$ cat src/seq_ctrl_cfg.svh
`ifndef SEQ_CTRL_CFG_SVH
`define SEQ_CTRL_CFG_SVH

// Register offsets on the register access port
`define OFS_PUMP 8'h3A
`define OFS_CONV 8'h3B
`define OFS_DIAG 8'h3C

// Reset values
`define RST_PUMP 16'h0000
`define RST_CONV 16'h0000
`define RST_DIAG 16'h0000

// Writable bit masks, reserved positions stay zero
`define MASK_PUMP 16'h0001
`define MASK_CONV 16'hFF03
`define MASK_DIAG 16'hFFFF

// Field positions in the charge pump register
`define POS_PUMP_ON 0

// Field positions in the conversion control register
`define POS_RATE_HI 15
`define POS_RATE_LO 14
`define POS_MODE_HI 13
`define POS_MODE_LO 12
`define POS_SLOT_HI 11
`define POS_SLOT_LO 8
`define POS_MEAS2 1
`define POS_MEAS1 0

// Sequencing mode codes
`define MODE_STANDBY 2'h0
`define MODE_SINGLE 2'h1
`define MODE_CONT 2'h2
`define MODE_PDOWN 2'h3

// Diagnostic rate codes, any other code behaves as the 20 SPS code
`define RATE_20SPS 2'h0
`define RATE_4K8 2'h1
`define RATE_9K6 2'h2

// Selector codes with a special meaning
`define SEL_GND_A 4'h0
`define SEL_GND_B 4'hE
`define SEL_CURRENT 4'hF

// Measured node codes: 0..13 follow the selector code directly
`define NODE_INT_SRC 5'h0E
`define NODE_INT_SNK 5'h0F
`define NODE_EXT_SRC 5'h10
`define NODE_EXT_SNK 5'h11

// Sequence items: two measurements then four diagnostic slots
`define NUM_ITEMS 6
`define FIRST_SLOT_ITEM 3'h2

// Converter power-up interval
`define WAKE_TIME_NS 100000
`define CLK_PERIOD_NS 50
`define WAKE_CYCLES ((`WAKE_TIME_NS + `CLK_PERIOD_NS - 1) / `CLK_PERIOD_NS)

`endif

$ cat src/seq_ctrl_pkg.sv
package seq_ctrl_pkg;

    // Sequencer states
    typedef enum logic [2:0] {
        ST_IDLE,
        ST_OFF,
        ST_WAKE,
        ST_ISSUE,
        ST_WAIT
    } seq_state_t;

    // Conversion request handed to the analog converter
    typedef struct packed {
        logic [2:0] item;     // 0,1 measurements, 2..5 slots 0..3
        logic is_diag;        // Item is a diagnostic slot
        logic [4:0] node;     // Measured node for a diagnostic
        logic [1:0] rate;     // Effective diagnostic rate code
    } conv_req_t;

    // Register access port from the serial front end
    typedef struct packed {
        logic wr;             // Write strobe
        logic rd;             // Read strobe
        logic [7:0] addr;     // Register address
        logic [15:0] wdata;   // Write data
    } reg_req_t;

endpackage

$ cat src/seq_ctrl.sv
`include "seq_ctrl_cfg.svh"
`timescale 1ns/10ps
`default_nettype none

module seq_ctrl
    import seq_ctrl_pkg::*;
(
    input wire logic clk_sys, // System clock, 20 MHz
    input wire logic rst, // Synchronous reset, active high
    input wire reg_req_t reg_req, // Register access request
    output logic [15:0] reg_rdata_q, // Read data
    output logic reg_rvalid_q, // Read data valid pulse
    output logic pump_on, // Charge pump enable
    output logic conv_powered_q, // Converter power on
    output logic conv_busy, // Sequence in progress
    output logic conv_start, // Start one conversion pulse
    output conv_req_t conv_req_q, // Item being converted
    input wire logic conv_done // Converter finished item
);

    localparam logic [11:0] WAKE_CNT = 12'(`WAKE_CYCLES);

    logic [15:0] pump_q; // Charge pump register
    logic [15:0] conv_q; // Conversion control register
    logic [15:0] diag_q; // Diagnostic selector register
    seq_state_t state_q; // Sequencer state
    logic [11:0] wake_q; // Power-up counter
    logic [2:0] item_q; // Current item index
    logic [`NUM_ITEMS-1:0] mask; // Enabled items
    logic [1:0] mode; // Sequencing mode field
    logic conv_wr; // Write to conversion control
    logic [3:0] next_res; // Found flag and index of next item
    logic [3:0] first_res; // First enabled item
    logic advance; // Current item over, next one chosen
    logic [2:0] pick; // Item that the next start converts

    // Effective diagnostic rate, unlisted codes act as 20 SPS
    function automatic logic [1:0] eff_rate(input logic [1:0] code);
        if (code == `RATE_4K8 || code == `RATE_9K6)
        begin
            eff_rate = code;
        end
        else
        begin
            eff_rate = `RATE_20SPS;
        end
    endfunction

    // Node measured by a slot for a given selector code
    function automatic logic [4:0] node_of(input logic [1:0] slot,
                                           input logic [3:0] code);
        logic [4:0] n;
        n = {1'b0, code};
        if (code == `SEL_GND_B)
        begin
            n = {1'b0, `SEL_GND_A};
        end
        else if (code == `SEL_CURRENT)
        begin
            unique case (slot)
                2'h3: n = `NODE_INT_SRC;
                2'h2: n = `NODE_INT_SNK;
                2'h1: n = `NODE_EXT_SRC;
                2'h0: n = `NODE_EXT_SNK;
            endcase
        end
        node_of = n;
    endfunction

    // First enabled item at or after a start index
    function automatic logic [3:0] find_item(
        input logic [`NUM_ITEMS-1:0] m, input logic [2:0] from);
        logic [3:0] r;
        r = 4'h0;
        for (int i = `NUM_ITEMS - 1; i >= 0; i--)
        begin
            if (m[i] && 3'(i) >= from)
            begin
                r = {1'b1, 3'(i)};
            end
        end
        find_item = r;
    endfunction

    // Item order: meas1, meas2, slot0..slot3
    assign mask = {conv_q[`POS_SLOT_HI:`POS_SLOT_LO],
                   conv_q[`POS_MEAS2], conv_q[`POS_MEAS1]};
    assign mode = conv_q[`POS_MODE_HI:`POS_MODE_LO];
    assign conv_wr = reg_req.wr && reg_req.addr == `OFS_CONV;
    assign next_res = find_item(mask, 3'(item_q + 3'h1));
    assign first_res = find_item(mask, 3'h0);
    // Same choice the state machine makes when it leaves the wait state
    assign advance = state_q == ST_WAIT && (item_q == 3'h7 || conv_done);
    assign pick = (item_q != 3'h7 && next_res[3]) ? next_res[2:0]
                                                  : first_res[2:0];
    assign pump_on = pump_q[`POS_PUMP_ON];
    assign conv_busy = state_q == ST_WAKE || state_q == ST_ISSUE
                       || state_q == ST_WAIT;
    assign conv_start = state_q == ST_ISSUE;

    // Charge pump register
    always_ff @(posedge clk_sys)
    begin
        if (rst)
        begin
            pump_q <= `RST_PUMP;
        end
        else if (reg_req.wr && reg_req.addr == `OFS_PUMP)
        begin
            pump_q <= reg_req.wdata & `MASK_PUMP;
        end
    end

    // Conversion control register
    always_ff @(posedge clk_sys)
    begin
        if (rst)
        begin
            conv_q <= `RST_CONV;
        end
        else if (conv_wr)
        begin
            conv_q <= reg_req.wdata & `MASK_CONV;
        end
    end

    // Diagnostic selector register
    always_ff @(posedge clk_sys)
    begin
        if (rst)
        begin
            diag_q <= `RST_DIAG;
        end
        else if (reg_req.wr && reg_req.addr == `OFS_DIAG)
        begin
            diag_q <= reg_req.wdata & `MASK_DIAG;
        end
    end

    // Register read port, one cycle latency
    always_ff @(posedge clk_sys)
    begin
        if (rst)
        begin
            reg_rdata_q <= 16'h0000;
            reg_rvalid_q <= 1'b0;
        end
        else
        begin
            reg_rvalid_q <= reg_req.rd;
            if (reg_req.rd)
            begin
                unique case (reg_req.addr)
                    `OFS_PUMP: reg_rdata_q <= pump_q;
                    `OFS_CONV: reg_rdata_q <= conv_q;
                    `OFS_DIAG: reg_rdata_q <= diag_q;
                    default: reg_rdata_q <= 16'h0000; // Unmapped
                endcase
            end
        end
    end

    // Sequencer state machine
    always_ff @(posedge clk_sys)
    begin
        if (rst)
        begin
            state_q <= ST_IDLE;
            conv_powered_q <= 1'b1;
            wake_q <= 12'h000;
            item_q <= 3'h0;
        end
        else
        begin
            unique case (state_q)
                // Idle or powered down, waiting for a start write
                ST_IDLE, ST_OFF:
                begin
                    if (conv_wr && reg_req.wdata[`POS_MODE_HI:`POS_MODE_LO]
                        == `MODE_PDOWN)
                    begin
                        state_q <= ST_OFF;
                        conv_powered_q <= 1'b0;
                    end
                    else if (conv_wr && (reg_req.wdata[`POS_MODE_HI:
                             `POS_MODE_LO] == `MODE_SINGLE
                             || reg_req.wdata[`POS_MODE_HI:`POS_MODE_LO]
                             == `MODE_CONT))
                    begin
                        item_q <= 3'h7; // Search restarts from item 0
                        conv_powered_q <= 1'b1;
                        wake_q <= 12'h000;
                        if (state_q == ST_OFF)
                        begin
                            state_q <= ST_WAKE;
                        end
                        else
                        begin
                            state_q <= ST_WAIT;
                        end
                    end
                    else if (conv_wr)
                    begin
                        state_q <= ST_IDLE;
                        conv_powered_q <= 1'b1;
                    end
                end
                // Power-up interval after leaving power-down
                ST_WAKE:
                begin
                    wake_q <= wake_q + 12'h001;
                    if (wake_q == WAKE_CNT - 12'h001)
                    begin
                        state_q <= ST_WAIT;
                    end
                end
                // Start pulse for the current item
                ST_ISSUE:
                begin
                    state_q <= ST_WAIT;
                end
                // Wait for item end, then pick the next one
                ST_WAIT:
                begin
                    if (item_q == 3'h7 || conv_done)
                    begin
                        if (item_q != 3'h7 && next_res[3])
                        begin
                            item_q <= next_res[2:0];
                            state_q <= ST_ISSUE;
                        end
                        else if (mode == `MODE_CONT && first_res[3])
                        begin
                            item_q <= first_res[2:0];
                            state_q <= ST_ISSUE;
                        end
                        else if (item_q == 3'h7 && first_res[3]
                                 && mode == `MODE_SINGLE)
                        begin
                            item_q <= first_res[2:0];
                            state_q <= ST_ISSUE;
                        end
                        else if (mode == `MODE_PDOWN)
                        begin
                            state_q <= ST_OFF;
                            conv_powered_q <= 1'b0;
                        end
                        else
                        begin
                            state_q <= ST_IDLE;
                        end
                    end
                end
                default:
                begin
                    state_q <= ST_IDLE;
                end
            endcase
        end
    end

    // Request details for the item being converted
    always_ff @(posedge clk_sys)
    begin
        if (rst)
        begin
            conv_req_q <= '0;
        end
        else if (advance)
        begin
            // Loaded with the chosen item so it stands with the start pulse
            conv_req_q.item <= pick;
            conv_req_q.is_diag <= pick >= `FIRST_SLOT_ITEM;
            conv_req_q.rate <= eff_rate(conv_q[`POS_RATE_HI:`POS_RATE_LO]);
            unique case (pick)
                3'h2: conv_req_q.node <= node_of(2'h0, diag_q[3:0]);
                3'h3: conv_req_q.node <= node_of(2'h1, diag_q[7:4]);
                3'h4: conv_req_q.node <= node_of(2'h2, diag_q[11:8]);
                3'h5: conv_req_q.node <= node_of(2'h3, diag_q[15:12]);
                default: conv_req_q.node <= 5'h00; // Measurement items
            endcase
        end
    end

endmodule

`default_nettype wire

$ cat config.mk
export PLATFORM = sky130hd
export DESIGN_NAME = seq_ctrl
export DESIGN_NICKNAME = d
export VERILOG_FILES = /design/src/seq_ctrl_pkg.sv /design/src/seq_ctrl.sv
export VERILOG_INCLUDE_DIRS = /design/src
export SDC_FILE = /design/constraint.sdc
export NUM_CORES = 1
export LEC_CHECK = 0
export ABC_CLOCK_PERIOD_IN_PS = 4400
export BUFFER_PORTS_ARGS = -buffer_cell sky130_fd_sc_hd__buf_2
export CAP_MARGIN = 0
export CORE_MARGIN = 5
export CORE_UTILIZATION = 55
export DETAILED_ROUTE_END_ITERATION = 8
export GPL_TIMING_DRIVEN = 1
export PLACE_DENSITY = 0.78
export SYNTH_ARGS = -nofsm -noshare
export SYNTH_HDL_FRONTEND = slang
export SYNTH_SLANG_ARGS = --single-unit
$ cat constraint.sdc
create_clock -name clk_sys -period 4.4 [get_ports clk_sys]
set_input_delay 0.22 -clock clk_sys [delete_from_list [all_inputs] [get_ports clk_sys]]
set_output_delay 0.22 -clock clk_sys [all_outputs]
set_load 0.005 [all_outputs]
==> PnR_summary.wiki, run 1 <==
{| class="wikitable"
! Metric !! Value
|-
| Root Buffer || sky130_fd_sc_hd__clkbuf_8
|-
| Result of the run || finished clean
|-
| DRC Markers || 0
|-
| Endpoint kind of the worst setup timing path || register
|-
| Overall global routing resource usage || 23.1%
|-
| Number of nets in the layout || 542
|-
| Area grow syn2layout || 13.8%
|-
| First-pass iteration count of the detailed router || 5
|-
| Fraction of registers with async set or reset after synthesis || 0%
|-
| Number of buffers created by CTS || 9
|-
| Post-synth design cell area || 3660 um2
|-
| Setup Crit Path Kind || register to register
|-
| Starting density of the core || 57.0%
|-
| Timing-limited maximum frequency || 315 MHz
|-
| Placer's final routability congestion estimate || 0.858
|-
| Launching element type of the critical path || register
|-
| Placed cell count || 573
|-
| Post-cts repair resize count || 0
|-
| Global-route congestion overflow total || 0
|-
| Highest metal layer used by the detailed router || met4
|-
| Number of failing setup endpoints in the final timing report || 0
|-
| Clock skew || 0.0107 ns
|-
| Sum of routed wire segments on met1 || 4.12 mm
|-
| Std-Cell Rows || 29
|-
| Violation count after the first detailed-route iteration || 222
|-
| Synthesized area divided by synthesized cell count || 7.94 um2
|-
| Number of standard cells in the final layout excluding fillers || 589
|-
| Power per standard cell area || 320 nW/um2
|-
| Overall die height || 91.6 um
|-
| Clock transition at the registers of the reported paths || 0.08 ns
|-
| Unrepaired setup endpoints after global routing || no
|-
| Net count after synthesis || 496
|-
| Path category of the worst min-delay check || input pin to register
|-
| Max Fanout on Critical Path || 11
|-
| Synthesis-stage register bit count || 74
|-
| Via count of the first global-routing pass || 3,321
|-
| Number of hold buffers added after CTS || 0
|-
| Clock Tree Buf Depth || 2
|-
| Share of synthesized area occupied by flip-flops and latches || 40.5%
|-
| Hold Fails Final Rpt || 0
|-
| Total I/O pin count || 61
|-
| Pins Over Slew Limit || 0
|-
| Antenna diodes || 0
|-
| Count of max-cap constraint violations || 0
|-
| Residual antenna-violating net count after detailed routing || 0
|-
| Slew of the pin with the lowest slew margin || 0.829 ns
|-
| Average wire per standard cell || 16.2 um
|-
| First-pass GRT wire length || 15.9 mm
|-
| Number of buffers inserted by post-CTS setup repair || 0
|-
| Static leakage || 0.00158 uW
|-
| Vias after detailed routing || 3,585
|-
| Synthesized netlist cell count || 461
|-
| Share of cells above drive strength 1 || 17.0%
|-
| Number of vias per cell after detailed routing || 6.09
|-
| Layout filler cell count || 560
|-
| Arrival time at the worst endpoint || 3.42 ns
|-
| Area of the die || 8390 um2
|-
| Number of I/O port buffers || 60
|-
| Worst slew margin relative to its limit || 43.1%
|-
| EDFF count, synth || 0
|-
| Number of clock sinks seen by CTS || 74
|-
| Period minus WS final || 3.17 ns
|-
| Sum of negative setup slack || 0 ns
|-
| Die Wd || 91.6 um
|-
| Clock network latency to the later pin of the worst-skew pair || 0.35 ns
|-
| Core Box Area || 6420 um2
|-
| Pin count of the biggest net entering global routing || 43
|-
| Total wire length after detailed routing || 9.52 mm
|-
| Layout Utilization || 64.9%
|-
| Antenna violations before repair || 0
|-
| Total number of H-tree levels || 3
|-
| Top_reg_cell synth || sky130_fd_sc_hd__dfxtp_1
|-
| Synth cell types || 53
|-
| Critical path required time || 4.65 ns
|-
| Met2 WL || 4.41 mm
|-
| CTS tree || yes
|-
| Peak ir drop on the vdd network || 295 uV
|-
| HPWL reported at the end of detailed placement || 6.75 mm
|-
| Final cycle utilization of the critical path || 72.1%
|-
| Routed length on met3 || 622 um
|-
| Total number of yosys warnings || 0
|}
==> metal layers <==
layer / global-route usage, % / up-vias
met2: 36.5 / 126
met5: 0 / -
met1: 29.4 / 1701
li1: - / 1736
met4: 13.6 / 0
met3: 4.05 / 22
==> cell usage after synthesis (all sizes together), types with 2 or more instances <==
cell type | n | area [um2]
nand2 | 56 | 210
nand2b | 8 | 50.1
nand4 | 9 | 56.3
a22o | 9 | 78.8
a31oi | 3 | 18.8
xor2 | 6 | 52.6
buf | 11 | 85.1
a311o | 2 | 21.3
a22oi | 2 | 15.0
nor3 | 6 | 35.0
nor2b | 14 | 87.6
dfxtp | 74 | 1480
nand3b | 5 | 37.5
o31ai | 2 | 15.0
xnor2 | 4 | 35.0
a32o | 6 | 60.1
o21ai | 8 | 40.0
a211oi | 2 | 15.0
a21o | 3 | 31.3
clkbuf | 17 | 63.8
nor2 | 42 | 158
or4 | 2 | 15.0
a21oi | 56 | 280
ha | 6 | 75.1
nand3 | 53 | 265
a32oi | 3 | 26.3
inv | 16 | 60.1
o22ai | 2 | 12.5
or2 | 2 | 12.5
and3 | 6 | 37.5
o21a | 2 | 15.0
mux2i | 5 | 50.1
a221oi | 3 | 26.3
o211ai | 3 | 22.5
and2 | 2 | 12.5
==> cell families (layout without fill, tap and decap cells) <==
| logic type | Yosys count | count (layout) | share of synthesized area [%] |
|---|---|---|---|
| AND/OR/NAND/NOR | 210 | 210 | 28.0 |
| AO/OA/AOI/OAI | 111 | 111 | 19.7 |
| flip-flops | 74 | 74 | 40.5 |
| adder cells (fa/ha/maj) | 6 | 6 | 2.05 |
| XOR/XNOR | 10 | 10 | 2.39 |
| multiplexers | 6 | 6 | 1.68 |
| buffers and inverters | 44 | 95 | 5.71 |
==> layout by cell type (no fill, tap or decap), drive strengths merged, types with 6 or more instances in the layout <==
| cell | instances |
|---|---|
| nor2b | 14 |
| buf | 63 |
| a22o | 9 |
| o21ai | 8 |
| a32o | 6 |
| xor2 | 6 |
| inv | 18 |
| nand3 | 53 |
| nand4 | 9 |
| clkbuf | 10 |
| nand2b | 8 |
| nor2 | 42 |
| a21oi | 56 |
| nand2 | 56 |
| dfxtp | 74 |
| ha | 6 |
| nor3 | 6 |
| and3 | 6 |
==> power breakdown <==
group	internal (uW)	switching, uW	total (uW)
clock network	343	271	614
registers	670	0.673	670
logic	15.6	31.7	47.3
total	1030	303	1330
==> through the flow <==
| step | total power, uW | instance area [um2] | hold WS (ns) | setup slack, ns |
|---|---|---|---|---|
| after floorplan | 711 | 3660 | 0.364 | 1.96 |
| after global placement | 732 | 3930 | 0.438 | 1.37 |
| after detailed placement | 732 | 3930 | 0.445 | 1.28 |
| after CTS | 1340 | 4170 | 0.105 | 1.26 |
| after global routing | 1380 | 4170 | 0.130 | 1.01 |
| final | 1330 | 4170 | 0.118 | 1.23 |
==> flip-flops by register name, summed over array words and instances (netlist names) <==
name,flops
conv_powered_q,1
conv_q,10
conv_req_q,11
diag_q,16
item_q,3
pump_q,1
reg_rdata_q,16
reg_rvalid_q,1
state_q,3
wake_q,12
==> critical path: stages, from the launching register on <==
cell and delay [ns]:
sky130_fd_sc_hd__dfxtp_1 0.53, sky130_fd_sc_hd__ha_1 0.37, sky130_fd_sc_hd__or3_4 0.40, sky130_fd_sc_hd__a32oi_1 0.24, sky130_fd_sc_hd__and2b_1 0.20, sky130_fd_sc_hd__a21o_4 0.16
sky130_fd_sc_hd__mux2i_1 0.70, sky130_fd_sc_hd__nand3_1 0.17, sky130_fd_sc_hd__a32o_1 0.30
==> cell type report <==
| cell class | instances | area (um2) | share of cell area, % |
|---|---|---|---|
| clock buffer | 10 | 138 | 3.30 |
| clock inverter | 6 | 97.6 | 2.34 |
| inverter | 16 | 60.1 | 1.44 |
| multi-input combinational | 343 | 1970 | 47.3 |
| sequential | 74 | 1480 | 35.6 |
| tap | 77 | 96.3 | 2.31 |
| timing repair buffer | 63 | 323 | 7.75 |
==> final timing paths <==
check / end / depth (start not counted) / slack, ns / start
setup / recovery: conv_req_q[5]$_SDFFE_PP0P_ / 8 / 1.23 / item_q[0]$_SDFFE_PP0P_
hold / removal: diag_q[6]$_SDFFE_PP0P_ / 3 / 0.12 / reg_req[6]
setup reg to reg: conv_req_q[5]$_SDFFE_PP0P_ / 8 / 1.23 / item_q[0]$_SDFFE_PP0P_
hold reg to reg: conv_req_q[0]$_SDFFE_PP0P_ / 2 / 0.45 / conv_req_q[0]$_SDFFE_PP0P_
Power figures use the tool's default switching activity.
==> run 2, diff against run 1 <==
--- a/config.mk
+++ b/config.mk
@@ -6,7 +6,7 @@
 export SDC_FILE = /design/constraint.sdc
 export NUM_CORES = 1
 export LEC_CHECK = 0
-export ABC_CLOCK_PERIOD_IN_PS = 4400
+export ABC_CLOCK_PERIOD_IN_PS = 3190
 export BUFFER_PORTS_ARGS = -buffer_cell sky130_fd_sc_hd__buf_2
 export CAP_MARGIN = 0
 export CORE_MARGIN = 5
==> constraint.sdc (replaced) <==
create_clock -name clk_sys -period 3.19 [get_ports clk_sys]
set_input_delay 0.1595 -clock clk_sys [delete_from_list [all_inputs] [get_ports clk_sys]]
set_output_delay 0.1595 -clock clk_sys [all_outputs]
set_load 0.005 [all_outputs]
==> run 2 against run 1 <==
Clock skew is 0.0027 ns lower. Utilization up 0.43 points. Global-route usage increased by 0.90 points. Register-to-register slack got worse by 0.92 ns. Critical path type unchanged. Largest cell class unchanged.
==> PnR_summary.wiki, run 2 (synthesized netlist as in run 1, its figures left out) <==
{| class="wikitable"
! Metric !! Value
|-
| Vias after detailed routing || 3,572 (was 3,585)
|-
| Die Wd || 91.6 um (unchanged)
|-
| Pins Over Slew Limit || 0 (unchanged)
|-
| First-pass iteration count of the detailed router || 7 (was 5)
|-
| Clock skew || 0.00800 ns (was 0.0107 ns)
|-
| Endpoint of the most critical setup path || conv_req_q[4]$_SDFFE_PP0P_ (was conv_req_q[5]$_SDFFE_PP0P_)
|-
| Placer's final routability congestion estimate || 0.868 (was 0.858)
|-
| Clock network latency to the later pin of the worst-skew pair || 0.34 ns (was 0.35 ns)
|-
| Layout Utilization || 65.3% (was 64.9%)
|-
| HPWL reported at the end of detailed placement || 7.01 mm (was 6.75 mm)
|-
| Root Buffer || sky130_fd_sc_hd__clkbuf_8 (unchanged)
|-
| Number of cells on the worst reg-to-reg path || 9 (was 8)
|-
| Antenna violations before repair || 0 (unchanged)
|-
| Average wire per standard cell || 16.4 um (was 16.2 um)
|-
| First-pass GRT wire length || 16.3 mm (was 15.9 mm)
|-
| Pin count of the biggest net entering global routing || 41 (was 43)
|-
| Post-layout power || 1790 uW (was 1330 uW)
|-
| Peak ir drop on the vdd network || 237 uV (was 295 uV)
|-
| Crit path from || item_q[0]$_SDFFE_PP0P_ (unchanged)
|-
| Max Fanout on Critical Path || 11 (unchanged)
|-
| Launching element type of the critical path || register (unchanged)
|-
| Worst slew margin relative to its limit || 55.4% (was 43.1%)
|-
| Overall die height || 91.6 um (unchanged)
|-
| Final cycle utilization of the critical path || 90.3% (was 72.1%)
|-
| Starting density of the core || 57.0% (unchanged)
|-
| Count of max-cap constraint violations || 0 (unchanged)
|-
| Most frequent cells in the layout || 74 x sky130_fd_sc_hd__dfxtp_1, 60 x sky130_fd_sc_hd__buf_2, 56 x sky130_fd_sc_hd__nand2_1, 56 x sky130_fd_sc_hd__a21oi_1, 53 x sky130_fd_sc_hd__nand3_1 (unchanged)
|-
| Slew of the pin with the lowest slew margin || 0.665 ns (was 0.829 ns)
|-
| Area grow syn2layout || 14.6% (was 13.8%)
|-
| Overall global routing resource usage || 24.0% (was 23.1%)
|-
| Unrepaired setup endpoints after global routing || no (unchanged)
|-
| Final worst setup slack || 0.309 ns (was 1.23 ns)
|-
| Total number of H-tree levels || 3 (unchanged)
|-
| Number of I/O port buffers || 60 (unchanged)
|-
| Violation count after the first detailed-route iteration || 288 (was 222)
|-
| Number of clock sinks seen by CTS || 74 (unchanged)
|-
| Area of the die || 8390 um2 (unchanged)
|-
| Post-cts repair resize count || 0 (unchanged)
|-
| Number of nets in the layout || 548 (was 542)
|-
| Sum of negative setup slack || 0 ns (unchanged)
|-
| Endpoint kind of the worst setup timing path || register (unchanged)
|-
| Number of buffers created by CTS || 9 (unchanged)
|-
| Leading cell type in the layout, fill and taps excluded || sky130_fd_sc_hd__dfxtp_1 (unchanged)
|-
| Std-Cell Rows || 29 (unchanged)
|-
| Period minus WS final || 2.88 ns (was 3.17 ns)
|-
| Area post-placement || 3980 um2 (was 3930 um2)
|-
| Static leakage || 0.00160 uW (was 0.00158 uW)
|-
| Share of cells above drive strength 1 || 17.8% (was 17.0%)
|-
| Hold path startpoint || reg_req[5] (was reg_req[6])
|-
| Post-route cell area || 4190 um2 (was 4170 um2)
|-
| Worst-case register-to-register setup slack || 0.31 ns (was 1.23 ns)
|-
| Top flop regs || diag_q (16), reg_rdata_q (16), wake_q (12) (unchanged)
|-
| Crit Reg-Reg Startpoint || item_q[0]$_SDFFE_PP0P_ (unchanged)
|-
| Critical path required time || 3.43 ns (was 4.65 ns)
|-
| Clock transition at the registers of the reported paths || 0.08 ns (about the same)
|-
| Total wire length after detailed routing || 9.79 mm (was 9.52 mm)
|-
| DRC Markers || 0 (unchanged)
|-
| Post-placement worst setup slack || 0.348 ns (was 1.28 ns)
|-
| CTS tree || yes (unchanged)
|-
| Via count of the first global-routing pass || 3,466 (was 3,321)
|-
| Path category of the worst min-delay check || input pin to register (unchanged)
|-
| Antenna diodes || 0 (unchanged)
|-
| Number of failing setup endpoints in the final timing report || 0 (unchanged)
|-
| Timing-limited maximum frequency || 347 MHz (was 315 MHz)
|-
| Result of the run || finished clean (unchanged)
|-
| Clock Tree Buf Depth || 2 (unchanged)
|-
| Number of hold buffers added after CTS || 0 (unchanged)
|-
| Setup Crit Path Kind || register to register (unchanged)
|-
| Residual antenna-violating net count after detailed routing || 0 (unchanged)
|-
| Global-route congestion overflow total || 0 (unchanged)
|-
| Arrival time at the worst endpoint || 3.12 ns (was 3.42 ns)
|-
| Power per standard cell area || 426 nW/um2 (was 320 nW/um2)
|-
| Hold Fails Final Rpt || 0 (unchanged)
|-
| Number of vias per cell after detailed routing || 6.00 (was 6.09)
|-
| Core Box Area || 6420 um2 (unchanged)
|-
| Number of buffers inserted by post-CTS setup repair || 0 (unchanged)
|-
| Total I/O pin count || 61 (unchanged)
|-
| Capture point of the worst reg-to-reg path || conv_req_q[4]$_SDFFE_PP0P_ (was conv_req_q[5]$_SDFFE_PP0P_)
|}
run 2: per-layer routing:
| metal | vias up | share of wire (%) | track usage, % |
|---|---|---|---|
| li1 | 1739 | - | - |
| met1 | 1636 | 43 | 29.9 |
| met2 | 169 | 46 | 37.7 |
| met3 | 28 | 7.1 | 4.46 |
| met4 | 0 | 4.3 | 15.7 |
| met5 | - | 0 | 0 |
run 2: metrics by stage:
stage / hold WS [ns] / cells
after global routing: 0.0542 / 595
after global placement: 0.413 / 579
after floorplan: 0.303 / 461
final: 0.0593 / 595
after detailed placement: 0.420 / 579
after CTS: 0.0529 / 595
run 2: worst min path at each step:
stage          slack (ns)                      to  cells after the start
2_1_floorplan        0.30  pump_q[0]$_SDFFE_PP0P_                      2
3_3_place_gp         0.41  diag_q[6]$_SDFFE_PP0P_                      3
3_5_place_dp         0.42  diag_q[5]$_SDFFE_PP0P_                      3
4_1_cts              0.05  diag_q[5]$_SDFFE_PP0P_                      3
5_1_grt              0.05  diag_q[5]$_SDFFE_PP0P_                      3
6_report             0.06  diag_q[5]$_SDFFE_PP0P_                      3
run 2: critical path, cell delays in order, from the launching register on:
cell	delay, ns
sky130_fd_sc_hd__dfxtp_1	0.55
sky130_fd_sc_hd__ha_1	0.38
sky130_fd_sc_hd__or3_4	0.41
sky130_fd_sc_hd__a32oi_1	0.27
sky130_fd_sc_hd__and2b_1	0.20
sky130_fd_sc_hd__a21o_4	0.16
sky130_fd_sc_hd__mux2i_1	0.07
sky130_fd_sc_hd__buf_4	0.18
sky130_fd_sc_hd__a311o_2	0.31
sky130_fd_sc_hd__a32o_1	0.25
run 2: where the power goes:
part           switching, uW  internal [uW]  total (uW)
Combinational           44.7           23.1        67.8
Sequential             0.975            924         925
Clock                    352            443         796
run 2: final cells by class:
class / count / area (um2)
Timing Repair Buffer: 69 / 368
Inverter: 16 / 60.1
Sequential cell: 74 / 1480
Tap cell: 77 / 96.3
Clock inverter: 6 / 90.1
Clock buffer: 10 / 128
Fill cell: 554 / 2230
Multi-Input combinational cell: 343 / 1970
